$ cat config.mk
export PLATFORM = sky130hd
export DESIGN_NAME = achi_top
export DESIGN_NICKNAME = d
export VERILOG_FILES = /design/src/common/achi_pkg.sv /design/src/hdl/achi_top.sv /design/src/hdl/achi_buf2.sv
export SDC_FILE = /design/constraint.sdc
export NUM_CORES = 1
export LEC_CHECK = 0
export BUFFER_PORTS_ARGS = -buffer_cell sky130_fd_sc_hd__buf_4
export CAP_MARGIN = 20
export CORE_MARGIN = 5
export CORE_UTILIZATION = 58
export CTS_CLUSTER_DIAMETER = 80
export DETAILED_ROUTE_END_ITERATION = 16
export PLACE_DENSITY = 0.78
export SLEW_MARGIN = 5
export SYNTH_ARGS = -nofsm -noshare
export SYNTH_HDL_FRONTEND = slang
export SYNTH_SLANG_ARGS = --single-unit
$ cat constraint.sdc
create_clock -name sys_clk_i -period 2.8 [get_ports sys_clk_i]
set_input_delay 0.28 -clock sys_clk_i [delete_from_list [all_inputs] [get_ports sys_clk_i]]
set_output_delay 0.28 -clock sys_clk_i [all_outputs]
set_load 0.05 [all_outputs]
$ cat src/common/achi_pkg.sv
// Purpose: shared constants and state types of the converter host interface
// Assumes: 20 MHz system clock, 16-bit result from the converter core
// Notes:   no register map; every control bit is a plain pin
package achi_pkg;

    localparam int RES_W   = 16;
    localparam int BYTE_W  = 8;
    localparam int N_SYNC  = 8;
    localparam int BUF_DEPTH = 2;

    // positions of the pin inputs inside the synchroniser vector
    localparam int SY_CS_N   = 0;
    localparam int SY_RC     = 1;
    localparam int SY_BYTE   = 2;
    localparam int SY_CLKSRC = 3;
    localparam int SY_BCLK   = 4;
    localparam int SY_PD     = 5;
    localparam int SY_REFERENCE_DISABLE   = 6;
    localparam int SY_FMT    = 7;

    // timing
    localparam int SYS_CLK_PERIOD_NS = 50;
    localparam int BIT_CLK_HALF_NS   = 200;
    localparam int BIT_CLK_HALF_CYC  = (BIT_CLK_HALF_NS + SYS_CLK_PERIOD_NS - 1) / SYS_CLK_PERIOD_NS;

    // reset values
    localparam logic       RST_BUSY   = 1'b1;
    localparam logic       RST_SDO    = 1'b0;
    localparam logic [7:0] RST_SYNC   = 8'h03;

    typedef enum logic [1:0] {
        ACHI_IDLE = 2'b01,
        ACHI_CONV = 2'b10
    } achi_conv_e;

    typedef enum logic [1:0] {
        ACHI_SH_OFF = 2'b01,
        ACHI_SH_RUN = 2'b10
    } achi_ser_e;

endpackage : achi_pkg

$ cat src/hdl/achi_top.sv
// Purpose: digital control and output side of a 16-bit sampling converter
// Assumes: all control pins asynchronous to sys_clk_i; converter core outside
// Notes:   pin tristate is resolved outside from the enable outputs
//
// Overview of operation
// RULE1 - byte select low shows upper eight result bits, high shows lower eight
// RULE2 - parallel pin n carries bit n (select high) or bit n+8 (select low)
// RULE3 - parallel pins undriven while chip select high or read/convert low
// RULE4 - read/convert falling with chip select low and busy high starts a conversion
// RULE5 - read/convert rising with chip select low enables parallel drivers
// RULE6 - chip select ORed with read/convert; its falling edge also starts conversion
// RULE7 - with internal clock, the start edge begins shifting out previous result
// RULE8 - busy low from conversion start until new result is in outputs
// RULE9 - bit clock driven by device when source select low, host drives otherwise
// RULE10 - serial output changes in step with the bit clock
// RULE11 - power down switches off analog parts except reference, digital stays alive
// RULE12 - reference disable switches off the internal reference
// RULE13 - format select picks straight binary or two's complement for both outputs
// RULE14 - start edges while busy is low are ignored
`timescale 1ns/1ps
module achi_top #(
    parameter int RES_W    = achi_pkg::RES_W,
    parameter int HALF_CYC = achi_pkg::BIT_CLK_HALF_CYC
) (
    input  wire logic             sys_clk_i,                // 20 MHz clock
    input  wire logic             rst_n_i,                  // sync reset, active low
    input  wire logic             chip_select_n_i,          // chip select pin, low active
    input  wire logic             read_convert_i,           // read/convert pin
    input  wire logic             byte_select_i,            // byte select pin
    input  wire logic             clock_source_select_i,    // low: device drives bit clock
    input  wire logic             serial_bit_clock_i,       // bit clock pin, input side
    input  wire logic             analog_power_down_i,      // high: analog off
    input  wire logic             reference_disable_i,      // high: reference off
    input  wire logic             output_format_select_i,   // high: straight binary
    input  wire logic             core_valid_i,             // core result ready
    input  wire logic [RES_W-1:0] core_data_i,              // core result, straight binary
    output logic                  core_ready_o,             // buffer has room
    output logic                  conv_start_o,             // pulse: core starts sampling
    output logic                  analog_enable_o,          // analog sections on
    output logic                  reference_enable_o,       // internal reference on
    output logic                  busy_o,                   // high when idle
    output logic [7:0]            parallel_data_o,          // parallel pins, drive value
    output logic                  parallel_data_oe_o,       // parallel pins driven
    output logic                  serial_bit_clock_o,       // bit clock pin, drive value
    output logic                  serial_bit_clock_oe_o,    // bit clock pin driven
    output logic                  serial_result_out_o       // serial result pin
);
    localparam int DW = $clog2(HALF_CYC + 1);
    localparam int BW = $clog2(RES_W + 1);

    typedef struct packed {
        logic [achi_pkg::N_SYNC-1:0] s1;
        logic [achi_pkg::N_SYNC-1:0] s2;
        logic                        conv_n_q;
        logic                        bclk_in_q;
        achi_pkg::achi_conv_e        conv;
        achi_pkg::achi_ser_e         ser;
        logic [RES_W-1:0]            result;
        logic [RES_W-1:0]            shreg;
        logic [BW-1:0]               bits_left;
        logic [DW-1:0]               div;
        logic                        bclk;
        logic                        bclk_oe;
        logic                        sdo;
        logic                        busy;
        logic                        start;
        logic [7:0]                  pdata;
        logic                        poe;
        logic                        an_en;
        logic                        ref_en;
    } achi_top_s;

    achi_top_s        st;
    achi_top_s        next_st;
    logic             buf_valid;
    logic [RES_W-1:0] buf_data;
    logic             buf_take;

    // straight binary from the core; two's complement flips only the msb
    function automatic logic [RES_W-1:0] fmt_word(input logic [RES_W-1:0] x, input logic straight);
        fmt_word = straight ? x : {~x[RES_W-1], x[RES_W-2:0]};
    endfunction : fmt_word

    ////////////////////////////////////////////////////////////////////////
    // the buffer lets a result wait while an internally clocked serial readout is still running
    achi_buf2 #(
        .W     (RES_W),
        .DEPTH (achi_pkg::BUF_DEPTH)
    ) u_buf (
        .clk_i       (sys_clk_i),
        .rst_n_i     (rst_n_i),
        .in_valid_i  (core_valid_i),
        .in_data_i   (core_data_i),
        .in_ready_o  (core_ready_o),
        .out_valid_o (buf_valid),
        .out_data_o  (buf_data),
        .out_ready_i (buf_take)
    );

    assign buf_take = (st.conv == achi_pkg::ACHI_CONV) && (st.ser == achi_pkg::ACHI_SH_OFF);

    ////////////////////////////////////////////////////////////////////////
    always_comb begin
        logic             conv_n;
        logic             start_evt;
        logic             internal;
        logic             straight;
        logic             bclk_fall;
        logic [RES_W-1:0] shown;
        conv_n    = 1'b1;
        start_evt = 1'b0;
        internal  = 1'b0;
        straight  = 1'b0;
        bclk_fall = 1'b0;
        shown     = '0;
        next_st   = st;
        if (!rst_n_i) begin
            next_st           = '0;
            next_st.s1        = achi_pkg::RST_SYNC;
            next_st.s2        = achi_pkg::RST_SYNC;
            next_st.conv_n_q  = 1'b1;
            next_st.conv      = achi_pkg::ACHI_IDLE;
            next_st.ser       = achi_pkg::ACHI_SH_OFF;
            next_st.busy      = achi_pkg::RST_BUSY;
            next_st.sdo       = achi_pkg::RST_SDO;
        end else begin
            next_st.s1 = {output_format_select_i, reference_disable_i, analog_power_down_i,
                          serial_bit_clock_i, clock_source_select_i, byte_select_i,
                          read_convert_i, chip_select_n_i};
            next_st.s2 = st.s1;
            conv_n     = st.s2[achi_pkg::SY_CS_N] | st.s2[achi_pkg::SY_RC]; // RULE6
            internal   = !st.s2[achi_pkg::SY_CLKSRC];
            straight   = st.s2[achi_pkg::SY_FMT];
            next_st.conv_n_q  = conv_n;
            next_st.bclk_in_q = st.s2[achi_pkg::SY_BCLK];
            bclk_fall  = st.bclk_in_q && !st.s2[achi_pkg::SY_BCLK];
            // edges while busy low fall through and change nothing
            start_evt  = st.conv_n_q && !conv_n && st.busy
                         && (st.conv == achi_pkg::ACHI_IDLE); // RULE4 RULE14
            next_st.start = start_evt;

            next_st.an_en  = !st.s2[achi_pkg::SY_PD];   // RULE11
            next_st.ref_en = !st.s2[achi_pkg::SY_REFERENCE_DISABLE]; // RULE12

            case (st.conv)
                achi_pkg::ACHI_IDLE: begin
                    if (start_evt) begin
                        next_st.busy = 1'b0; // RULE8
                        next_st.conv = achi_pkg::ACHI_CONV;
                    end
                end
                achi_pkg::ACHI_CONV: begin
                    if (buf_valid && buf_take) begin
                        next_st.result = buf_data;
                        next_st.busy   = 1'b1; // RULE8
                        next_st.conv   = achi_pkg::ACHI_IDLE;
                        if (!internal) begin
                            // host clock: new word is ready at once, msb first
                            next_st.shreg     = fmt_word(buf_data, straight); // RULE13
                            next_st.sdo       = next_st.shreg[RES_W-1];
                            next_st.bits_left = BW'(RES_W);
                        end
                    end
                end
                default: begin
                    next_st.conv = achi_pkg::ACHI_IDLE;
                end
            endcase

            next_st.bclk_oe = internal; // RULE9
            case (st.ser)
                achi_pkg::ACHI_SH_OFF: begin
                    next_st.bclk = 1'b0;
                    next_st.div  = '0;
                    if (start_evt && internal) begin
                        next_st.shreg     = fmt_word(st.result, straight); // RULE7 RULE13
                        next_st.sdo       = next_st.shreg[RES_W-1];
                        next_st.bits_left = BW'(RES_W);
                        next_st.ser       = achi_pkg::ACHI_SH_RUN;
                    end else if (!internal && bclk_fall && (st.bits_left != '0)) begin
                        next_st.shreg     = {st.shreg[RES_W-2:0], 1'b0}; // RULE10
                        next_st.sdo       = st.shreg[RES_W-2];
                        next_st.bits_left = st.bits_left - BW'(1);
                    end
                end
                achi_pkg::ACHI_SH_RUN: begin
                    if (st.div == DW'(HALF_CYC - 1)) begin
                        next_st.div  = '0;
                        next_st.bclk = !st.bclk;
                        if (st.bclk) begin
                            // host samples on the rise, data moves on the fall
                            next_st.shreg     = {st.shreg[RES_W-2:0], 1'b0}; // RULE10
                            next_st.sdo       = st.shreg[RES_W-2];
                            next_st.bits_left = st.bits_left - BW'(1);
                            if (st.bits_left == BW'(1)) begin
                                next_st.ser = achi_pkg::ACHI_SH_OFF;
                            end
                        end
                    end else begin
                        next_st.div = st.div + DW'(1);
                    end
                end
                default: begin
                    next_st.ser = achi_pkg::ACHI_SH_OFF;
                end
            endcase

            // next result, so the pins hold the new word when busy rises
            shown = fmt_word(next_st.result, straight); // RULE8 RULE13
            next_st.pdata = st.s2[achi_pkg::SY_BYTE] ? shown[7:0] : shown[15:8]; // RULE1 RULE2
            // level form covers the rising read/convert edge with select low
            next_st.poe = !st.s2[achi_pkg::SY_CS_N] && st.s2[achi_pkg::SY_RC]; // RULE3 RULE5
        end
    end

    always_ff @(posedge sys_clk_i) begin
        st <= next_st;
    end

    ////////////////////////////////////////////////////////////////////////
    assign conv_start_o          = st.start;
    assign analog_enable_o       = st.an_en;
    assign reference_enable_o    = st.ref_en;
    assign busy_o                = st.busy;
    assign parallel_data_o       = st.pdata;
    assign parallel_data_oe_o    = st.poe;
    assign serial_bit_clock_o    = st.bclk;
    assign serial_bit_clock_oe_o = st.bclk_oe;
    assign serial_result_out_o   = st.sdo;

endmodule : achi_top

$ cat src/hdl/achi_buf2.sv
// Purpose: small result buffer between converter core and output registers
// Assumes: single clock, synchronous active-low reset
// Notes:   ready and valid come straight from stored flags
`timescale 1ns/1ps
module achi_buf2 #(
    parameter int W     = 16,
    parameter int DEPTH = 2
) (
    input  wire logic         clk_i,        // system clock
    input  wire logic         rst_n_i,      // sync reset, active low
    input  wire logic         in_valid_i,   // word offered
    input  wire logic [W-1:0] in_data_i,    // word
    output logic              in_ready_o,   // room for a word
    output logic              out_valid_o,  // word available
    output logic [W-1:0]      out_data_o,   // oldest word
    input  wire logic         out_ready_i   // drain takes the word
);
    localparam int PW = (DEPTH > 1) ? $clog2(DEPTH) : 1;
    localparam int CW = $clog2(DEPTH + 1);

    typedef struct packed {
        logic [DEPTH-1:0][W-1:0] mem;
        logic [PW-1:0]           wp;
        logic [PW-1:0]           rp;
        logic [CW-1:0]           cnt;
        logic                    ready;
        logic                    valid;
    } achi_buf_s;

    achi_buf_s st;
    achi_buf_s next_st;

    function automatic logic [PW-1:0] ptr_inc(input logic [PW-1:0] p);
        ptr_inc = (p == PW'(DEPTH - 1)) ? '0 : p + PW'(1);
    endfunction : ptr_inc

    ////////////////////////////////////////////////////////////////////////
    always_comb begin
        logic push;
        logic pop;
        push    = 1'b0;
        pop     = 1'b0;
        next_st = st;
        if (!rst_n_i) begin
            next_st       = '0;
            next_st.ready = 1'b1;
        end else begin
            push = in_valid_i && st.ready;
            pop  = out_ready_i && st.valid;
            if (push) begin
                next_st.mem[st.wp] = in_data_i;
                next_st.wp         = ptr_inc(st.wp);
            end
            if (pop) begin
                next_st.rp = ptr_inc(st.rp);
            end
            if (push && !pop) begin
                next_st.cnt = st.cnt + CW'(1);
            end else if (pop && !push) begin
                next_st.cnt = st.cnt - CW'(1);
            end
            next_st.ready = (next_st.cnt != CW'(DEPTH));
            next_st.valid = (next_st.cnt != '0);
        end
    end

    always_ff @(posedge clk_i) begin
        st <= next_st;
    end

    assign in_ready_o  = st.ready;
    assign out_valid_o = st.valid;
    assign out_data_o  = st.mem[st.rp];

endmodule : achi_buf2

==> impl_summary.md, run 1 <==
Final layout
The total number of nets in the final design is a little over 600. Relative to the synthesized area, the layout overhead comes to 19.97%. Of the cells placed in the final design, the portion with a size suffix greater than 1 is 0.1481. The number of antenna diodes in the final layout is 0. At the end of the flow the core is filled with cells to 0.7220. The multi-input combinational cells in the finished layout cover a total of 2125 um^2.

More flip-flops sit in one register than any other, and that register is st. The filler cells instantiated in the layout total 578. The sequential cell area in the final layout is 2302 um^2.

The flip-flop count of the largest register, all copies and words added is 61.

Clocking
CTS saw 115 sinks. The longest clock path from root to sink contains 2 buffers. In this run, CTS created clock tree buffers numbering 17. TritonCTS built the clock tree. The number of hold buffers added after CTS is 8. In this run the number of H-tree levels came out at 4. The clock latency on the worst-skew pair is slightly above 0.5 ns. The buffer cell driving the clock tree root is clkbuf_8. Post-CTS timing repair inserted 0 buffers for setup.

Clock-pin slew was measured on the worst setup and hold paths at 0.06 ns. The number of resized instances in the post-cts repair step is 0.

Detailed routing
The number of remaining DRC errors is 0. The total length of routed wires is 11.22 mm. The detailed router finished its first iteration with ~300 violations. The routed layout has about 4000 vias.

The post-route antenna net violation count is 0. The detailed-routing iteration count for the pre-antenna-repair pass is 6. The number of vias per cell after detailed routing is 5.754. The wire length per cell after detailed routing is 16.12 um.

Placement
Port buffering added 43 buffers. The routability congestion estimate from global placement is between 0.8 and 0.9. The worst-case setup slack after placement is 0.4279 ns.

The detailed placement HPWL is 7.429 mm.

Synthesis
Among all flip-flop cells after synthesis, the most frequent one is dfxtp_1. In the post-synthesis netlist, the biggest area contributors are dfxtp_1, a21oi_1, nand2_1, nor2_1, mux2i_1. The synthesized netlist contains 52 unique library cells. The net count after synthesis is around 580. The average size of a mapped cell is 8.605 um^2. The count of flip-flops with a built-in enable after synthesis is 0. The yosys synthesis warning count is 0.

The share of synthesized area in the top cell type comes to 0.4900. The synthesized netlist occupies a cell area of 4698 um^2. The instance count of the mapped netlist is 546.

The sequential element share of the synthesized area is 0.4900. Of all cell types, the one taking the most synthesized area is dfxtp_1. The share of synthesized flip-flops with an asynchronous set or reset is 0.

Counting flops and latches in the post-synthesis netlist gives 115.

Timing
In the finished design, the share of the clock period the worst path needs comes to 0.8659. The minimum clock period after layout is 2.424 ns. The final number of max-transition violations was 0. The post-route worst setup slack is 0.3755 ns. At the pin with the least slew margin, the transition time is between 0.9 and 1 ns.

Derived from the worst setup path, the maximum achievable clock frequency is around 410 MHz. Setup repair after global routing left no endpoint under its margin. The final worst hold slack is around 0.026 ns.

Setup violations remaining at the end of the flow were counted as 0. The worst pin sits at a relative slew slack of 0.3895. Setup total negative slack on the finished layout was measured at 0 ns. The final clock skew is between 0.009 and 0.01 ns. The final hold violation count is 0.

Floorplanning
The total core area is 7807 um^2. The full die area is 10000 um^2. Row generation in the floorplan step produced 32 rows. The count of pins on the block boundary is 44. From bottom edge to top edge, the die measures 100 um. For this configuration, the core starts out at a cell density of 0.6018. The chip width is 100 um.

Pwr
The worst IR drop on VDD is 0.0005159 V. The portion of total power attributed to combinational logic is 0.064. Internal power comes to 0.003056 W.

The clock share of power is 0.503. The static leakage is 2.201 nW. The total net switching power is 0.0009180 W. The power density relative to cell area is 705.0 nW/um^2. The share of total power dissipated in sequential elements is 0.433. Of the total power, the share spent switching nets is 0.2310.

Worst setup path
Traced cell by cell, the critical path runs through inv_1 > ha_1 > nor4b_1 > or4b_1 > a31oi_1 > nor2_1 > a31o_2. Together, buffers and inverters on the worst path number 1. The critical path class is flop to flop.

The family with the most delay on the worst path is simple AND/OR/NAND/NOR gates. The endpoint kind of the worst setup timing path is a flop. The critical path arrival is 2.82 ns.

Data on the critical path is required at its endpoint by 3.20 ns. The kind of launch point of the worst setup path is a flop. Among all stages on the critical path, the largest delay is contributed by or4b_1. The stage delay of the slowest cell on the critical path is 0.65 ns. The top fanout value on the critical path is 9.

Global routing
For this run the aggregate overflow at the end of global routing stands at 0. The number of global-route vias before repair is 4034. In the global route stage, met3 resource usage came out at 0.06463. For met1 alone, demand over resource in global routing was 0.2785. The initial antenna violation count was 0. The most congested layer reported by global routing is met2. The first-pass GRT wire length is 18.70 mm. The met2 usage is 0.3966. Entering global routing, the biggest net connects 62 pins.

The global router's overall resource usage is 0.2348.

Run status
The flow ran to the end, and the final reports show no timing, DRC or antenna violations.

Min path
The type of the most critical hold path is primary input to flop.

Flow run
Across the run, the number of max-cap violations was 0.
==> per-stage QoR <==
stage	std cells	total power, W	area, um^2
after floorplan	546	0.001914	4698
after global placement	656	0.001990	5000
after detailed placement	656	0.001998	5000
after CTS	696	0.003988	5637
after global routing	696	0.004110	5637
final	696	0.003974	5637
==> layer usage <==
| metal | up-vias | wire length, um |
|---|---|---|
| met4 | 0 | 246 |
| met1 | 1921 | 4624 |
| met3 | 22 | 538 |
| li1 | 1939 | - |
| met5 | - | 0 |
| met2 | 123 | 5810 |
==> worst reg2reg max path: cells and delay by family (launching register included) <==
kind                       cells  cell delay, ns
AOI/OAI and AO/OA              2            0.70
adders and majority gates      1            0.20
buffers and inverters          1            0.09
DFF                            1            0.40
and+or+nand+nor                3            0.93
==> cell families (layout without fill, tap and decap cells) <==
kind of cell / Yosys count / in the layout / share of synthesized area
DFF: 115 / 115 / 0.4900
AOI/OAI and AO/OA: 137 / 137 / 0.1798
adders and majority gates: 6 / 6 / 0.01598
and+or+nand+nor: 202 / 202 / 0.2045
buffers and inverters: 61 / 109 / 0.05779
xor gates and xnor gates: 7 / 7 / 0.01305
muxes: 18 / 18 / 0.03888
==> cells in the final DEF, fill, tap and decap left out, types with 4 or more instances in the layout <==
cell type | netlist | routed
dfxtp_1 | 115 | 115
a22oi_1 | 17 | 17
nand2b_1 | 18 | 18
inv_1 | 18 | 18
nand2_1 | 74 | 74
o21ai_0 | 8 | 8
nor3_1 | 13 | 13
mux2i_1 | 16 | 16
nor2_1 | 52 | 52
ha_1 | 6 | 6
buf_4 | 8 | 49
clkbuf_8 | 0 | 5
clkbuf_16 | 0 | 16
dlygate4sd3_1 | 0 | 8
and2_1 | 15 | 15
nand3_1 | 4 | 4
xnor2_1 | 4 | 4
o22ai_1 | 18 | 18
a21o_1 | 4 | 4
a21oi_1 | 68 | 68
==> final timing paths <==
kind	start	endpoint	slack, ns	depth (start not counted)
min	core_data_i[0]	u_buf.st[6]	0.03	3
max reg2reg	st[19]	st[20]	0.38	7
min reg2reg	st[68]	reference_enable_o	0.39	1
max	st[19]	st[20]	0.38	7
==> power by group through the flow <==
stage | clock network (W) | logic [W] | registers, W
after detailed placement | 0 | 0.000243 | 0.00176
after floorplan | 0 | 0.000154 | 0.00176
after global routing | 0.00211 | 0.000277 | 0.00173
after CTS | 0.00201 | 0.000254 | 0.00172
final | 0.00200 | 0.000254 | 0.00172
after global placement | 0 | 0.000237 | 0.00175
==> cell usage after synthesis (all sizes together), types with 6 or more instances <==
master,n
mux2i,16
a21oi,68
dfxtp,115
nor3,13
o21ai,8
nand2b,18
o22ai,18
and2,15
inv,19
buf,18
clkbuf,23
ha,6
nand2,74
a22oi,17
nor2,52
==> final cells by class <==
cell class              instances  share of cell area
well taps                     102             0.02264
clock inverters                 8             0.01354
repair buffers                 57             0.07947
clock buffers                  24             0.08524
flip-flops and latches        115              0.4084
inverters                      20             0.01376
multi-input cells             370              0.3769
(Power assumes the default switching activity.)
==> run 2, diff against run 1 <==
--- a/config.mk
+++ b/config.mk
@@ -7,7 +7,6 @@
 export LEC_CHECK = 0
 export BUFFER_PORTS_ARGS = -buffer_cell sky130_fd_sc_hd__buf_4
 export CAP_MARGIN = 20
-export CORE_MARGIN = 5
 export CORE_UTILIZATION = 58
 export CTS_CLUSTER_DIAMETER = 80
 export DETAILED_ROUTE_END_ITERATION = 16
==> impl_summary.md, run 2 (same netlist as run 1, synthesis figures left out) <==
Run status
The run finished with clean final reports.

Clocking
The clock sink count is 115 (unchanged). The number of levels the H-tree was split into was 4 (unchanged). The TritonCTS clock tree is done. The number of resized instances in the post-cts repair step is 0 (unchanged). The clock latency on the worst-skew pair is 0.51 ns (about the same).

The number of buffers created by CTS is 17 (unchanged). The deepest clock path buffer count is 2 (unchanged). CTS placed an instance of clkbuf_8 at the clock tree root.

The clock slew seen by the registers of the worst setup and hold paths is 0.06 ns (about the same).

Timing
The minimum clock period after layout is 2.458 ns (+0.03377 ns). The final worst hold slack is 0.02044 ns (-0.005453 ns). The final number of max-transition violations is 0 (unchanged). The final clock skew is 0.006540 ns (-0.002674 ns). The maximum clock frequency is 406.8 MHz (-1.4%). The final setup violation count was 0 (unchanged). The transition time at the pin with the least slew margin came to 1.016 ns (+0.1006 ns). Setup repair after global routing left no endpoint under its margin. The final hold violation count is 0 (unchanged). The fraction of the cycle the final worst path needs is 0.8780 (+0.01206). The headroom to the max-slew limit is 0.3225 (-0.06705).

The setup total negative slack is 0 ns (unchanged).

Worst setup path
The kind of launch point of the worst setup path is a flop. The critical path class is flop to flop. The required time reported for the critical path endpoint is 3.25 ns (+0.05 ns).

The top fanout value on the critical path was 11 (+2). The worst setup path is captured at a flop. The critical path arrival is 2.91 ns (+0.09 ns).

Final layout
The flip-flop count of the largest register, all copies and words added is 61 (unchanged). The share of post-route cells with drive strength above 1 was 0.1470 (-0.001189). More flip-flops sit in one register than any other, and that register is st.

The top cell types in the final layout, fill and taps aside, are dfxtp_1, nand2_1, a21oi_1, nor2_1, buf_4. The most common library cell in the layout ignoring fill and taps is dfxtp_1. The total inserted antenna cells is 0 (unchanged).

The total number of nets in the final design came to 614 (unchanged). The share of the core filled with cells is 0.7216 (about the same). The area growth from synthesis to layout is 19.31%.

Floorplanning
The vertical die dimension is 92 um (-8.0%). The count of pins on the block boundary is 44 (unchanged). The row count is 32 (unchanged).

The chip width is 92 um (-8.0%). The total core area was 7767 um^2 (-0.51%). The initial core utilization was 0.6049 (+0.003102). The full die area is 8464 um^2 (-15%).

Detailed routing
The number of remaining DRC errors is 0 (unchanged). The detailed-routing iteration count for the pre-antenna-repair pass is 7 (+1). The wire length per cell after detailed routing is 16.36 um (+1.5%). The routed via count is 4001 (-0.10%). The number of vias per cell after detailed routing came to 5.765 (+0.19%).

The violation count after the first detailed-routing iteration is 274 (-11%). The post-route antenna net violation count came to 0 (unchanged). The total length of routed wires is 11.35 mm (+1.2%).

Global routing
The total overflow reported by the global router is 0 (unchanged). The initial antenna violation count is 0 (unchanged). The first-pass GRT wire length is 18.93 mm (+1.2%). The number of global-route vias before repair is 3973 (-1.5%).

The global router's overall resource usage is 0.2881 (+0.05326). The maximum number of pins on one net before global-route repair was 62 (unchanged).

Min path
The type of the most critical hold path is primary input to flop.

Pwr
The power density relative to cell area came to 687.6 nW/um^2 (-2.5%). The worst IR drop on VDD is 0.0004982 V (-3.4%). The static leakage is 2.189 nW (-0.53%).

Placement
The detailed placement HPWL came to 7.377 mm (-0.70%). The number of buffer cells added on primary ports came to 43 (unchanged). The routability congestion estimate from global placement came to 0.8332 (-7.3%).

Flow run
The number of max-cap violations was 0 (unchanged).
run 2: changes by cell type in the layout (fill, tap and decap cells not counted), sizes merged:
cell    change
clkbuf      -5
clkinv      +3
run 2: path summary, 6_finish.rpt:
check / startpoint / endpoint / slack [ns] / cells past startpoint
setup / recovery: st[19] / st[21] / 0.34 / 7
hold / removal: core_data_i[4] / u_buf.st[10] / 0.02 / 3
setup reg to reg: st[19] / st[21] / 0.34 / 7
hold reg to reg: st[68] / reference_enable_o / 0.38 / 1
run 2: final cells by class:
class | instances | area (um^2)
inverters | 20 | 77.57
flip-flops and latches | 115 | 2302
clock inverters | 11 | 91.34
fillers | 605 | 2162
repair buffers | 57 | 460.4
multi-input cells | 370 | 2125
clock buffers | 19 | 421.7
well taps | 102 | 127.6
run 2: repair_timing:
action | in CTS | in global routing
hold buffers | 8 | 0
buffers inserted | 0 | 0
hold endpoints to repair | 8 | 0
run 2: critical path: stages, from the launching register on:
cell and delay, ns:
dfxtp_1 0.40, inv_1 0.09, ha_1 0.19, nor4b_1 0.15
o22ai_1 0.79, nor2b_1 0.41, and2_1 0.19, o221a_2 0.18
run 2: through the flow:
stage          std cells  power [W]  setup WS (ns)  instance area [um^2]
2_1_floorplan        546   0.001914         0.6137                  4698
3_3_place_gp         656   0.001991         0.5020                  5012
3_5_place_dp         656   0.001998         0.4076                  5012
4_1_cts              694   0.003861         0.3637                  5605
5_1_grt              694   0.003983         0.1681                  5605
6_report             694   0.003854         0.3417                  5605
run 2: routing by layer:
layer  part of all wire  global-route usage  vias up  wire (um)
li1                   -                   -     1945          -
met1               0.42              0.3447     1890       4770
met2               0.50              0.4820      135       5657
met3              0.053             0.07960       31        606
met4              0.028              0.1276        0        319
met5                  0                   0        -          0
run 2: power breakdown:
part           leakage, nW  switching (W)  internal (W)  total, W
logic                 1.00       0.000156     0.0000984  0.000255
clock network        0.249       0.000726       0.00115   0.00188
registers            0.937      0.0000297       0.00169   0.00172
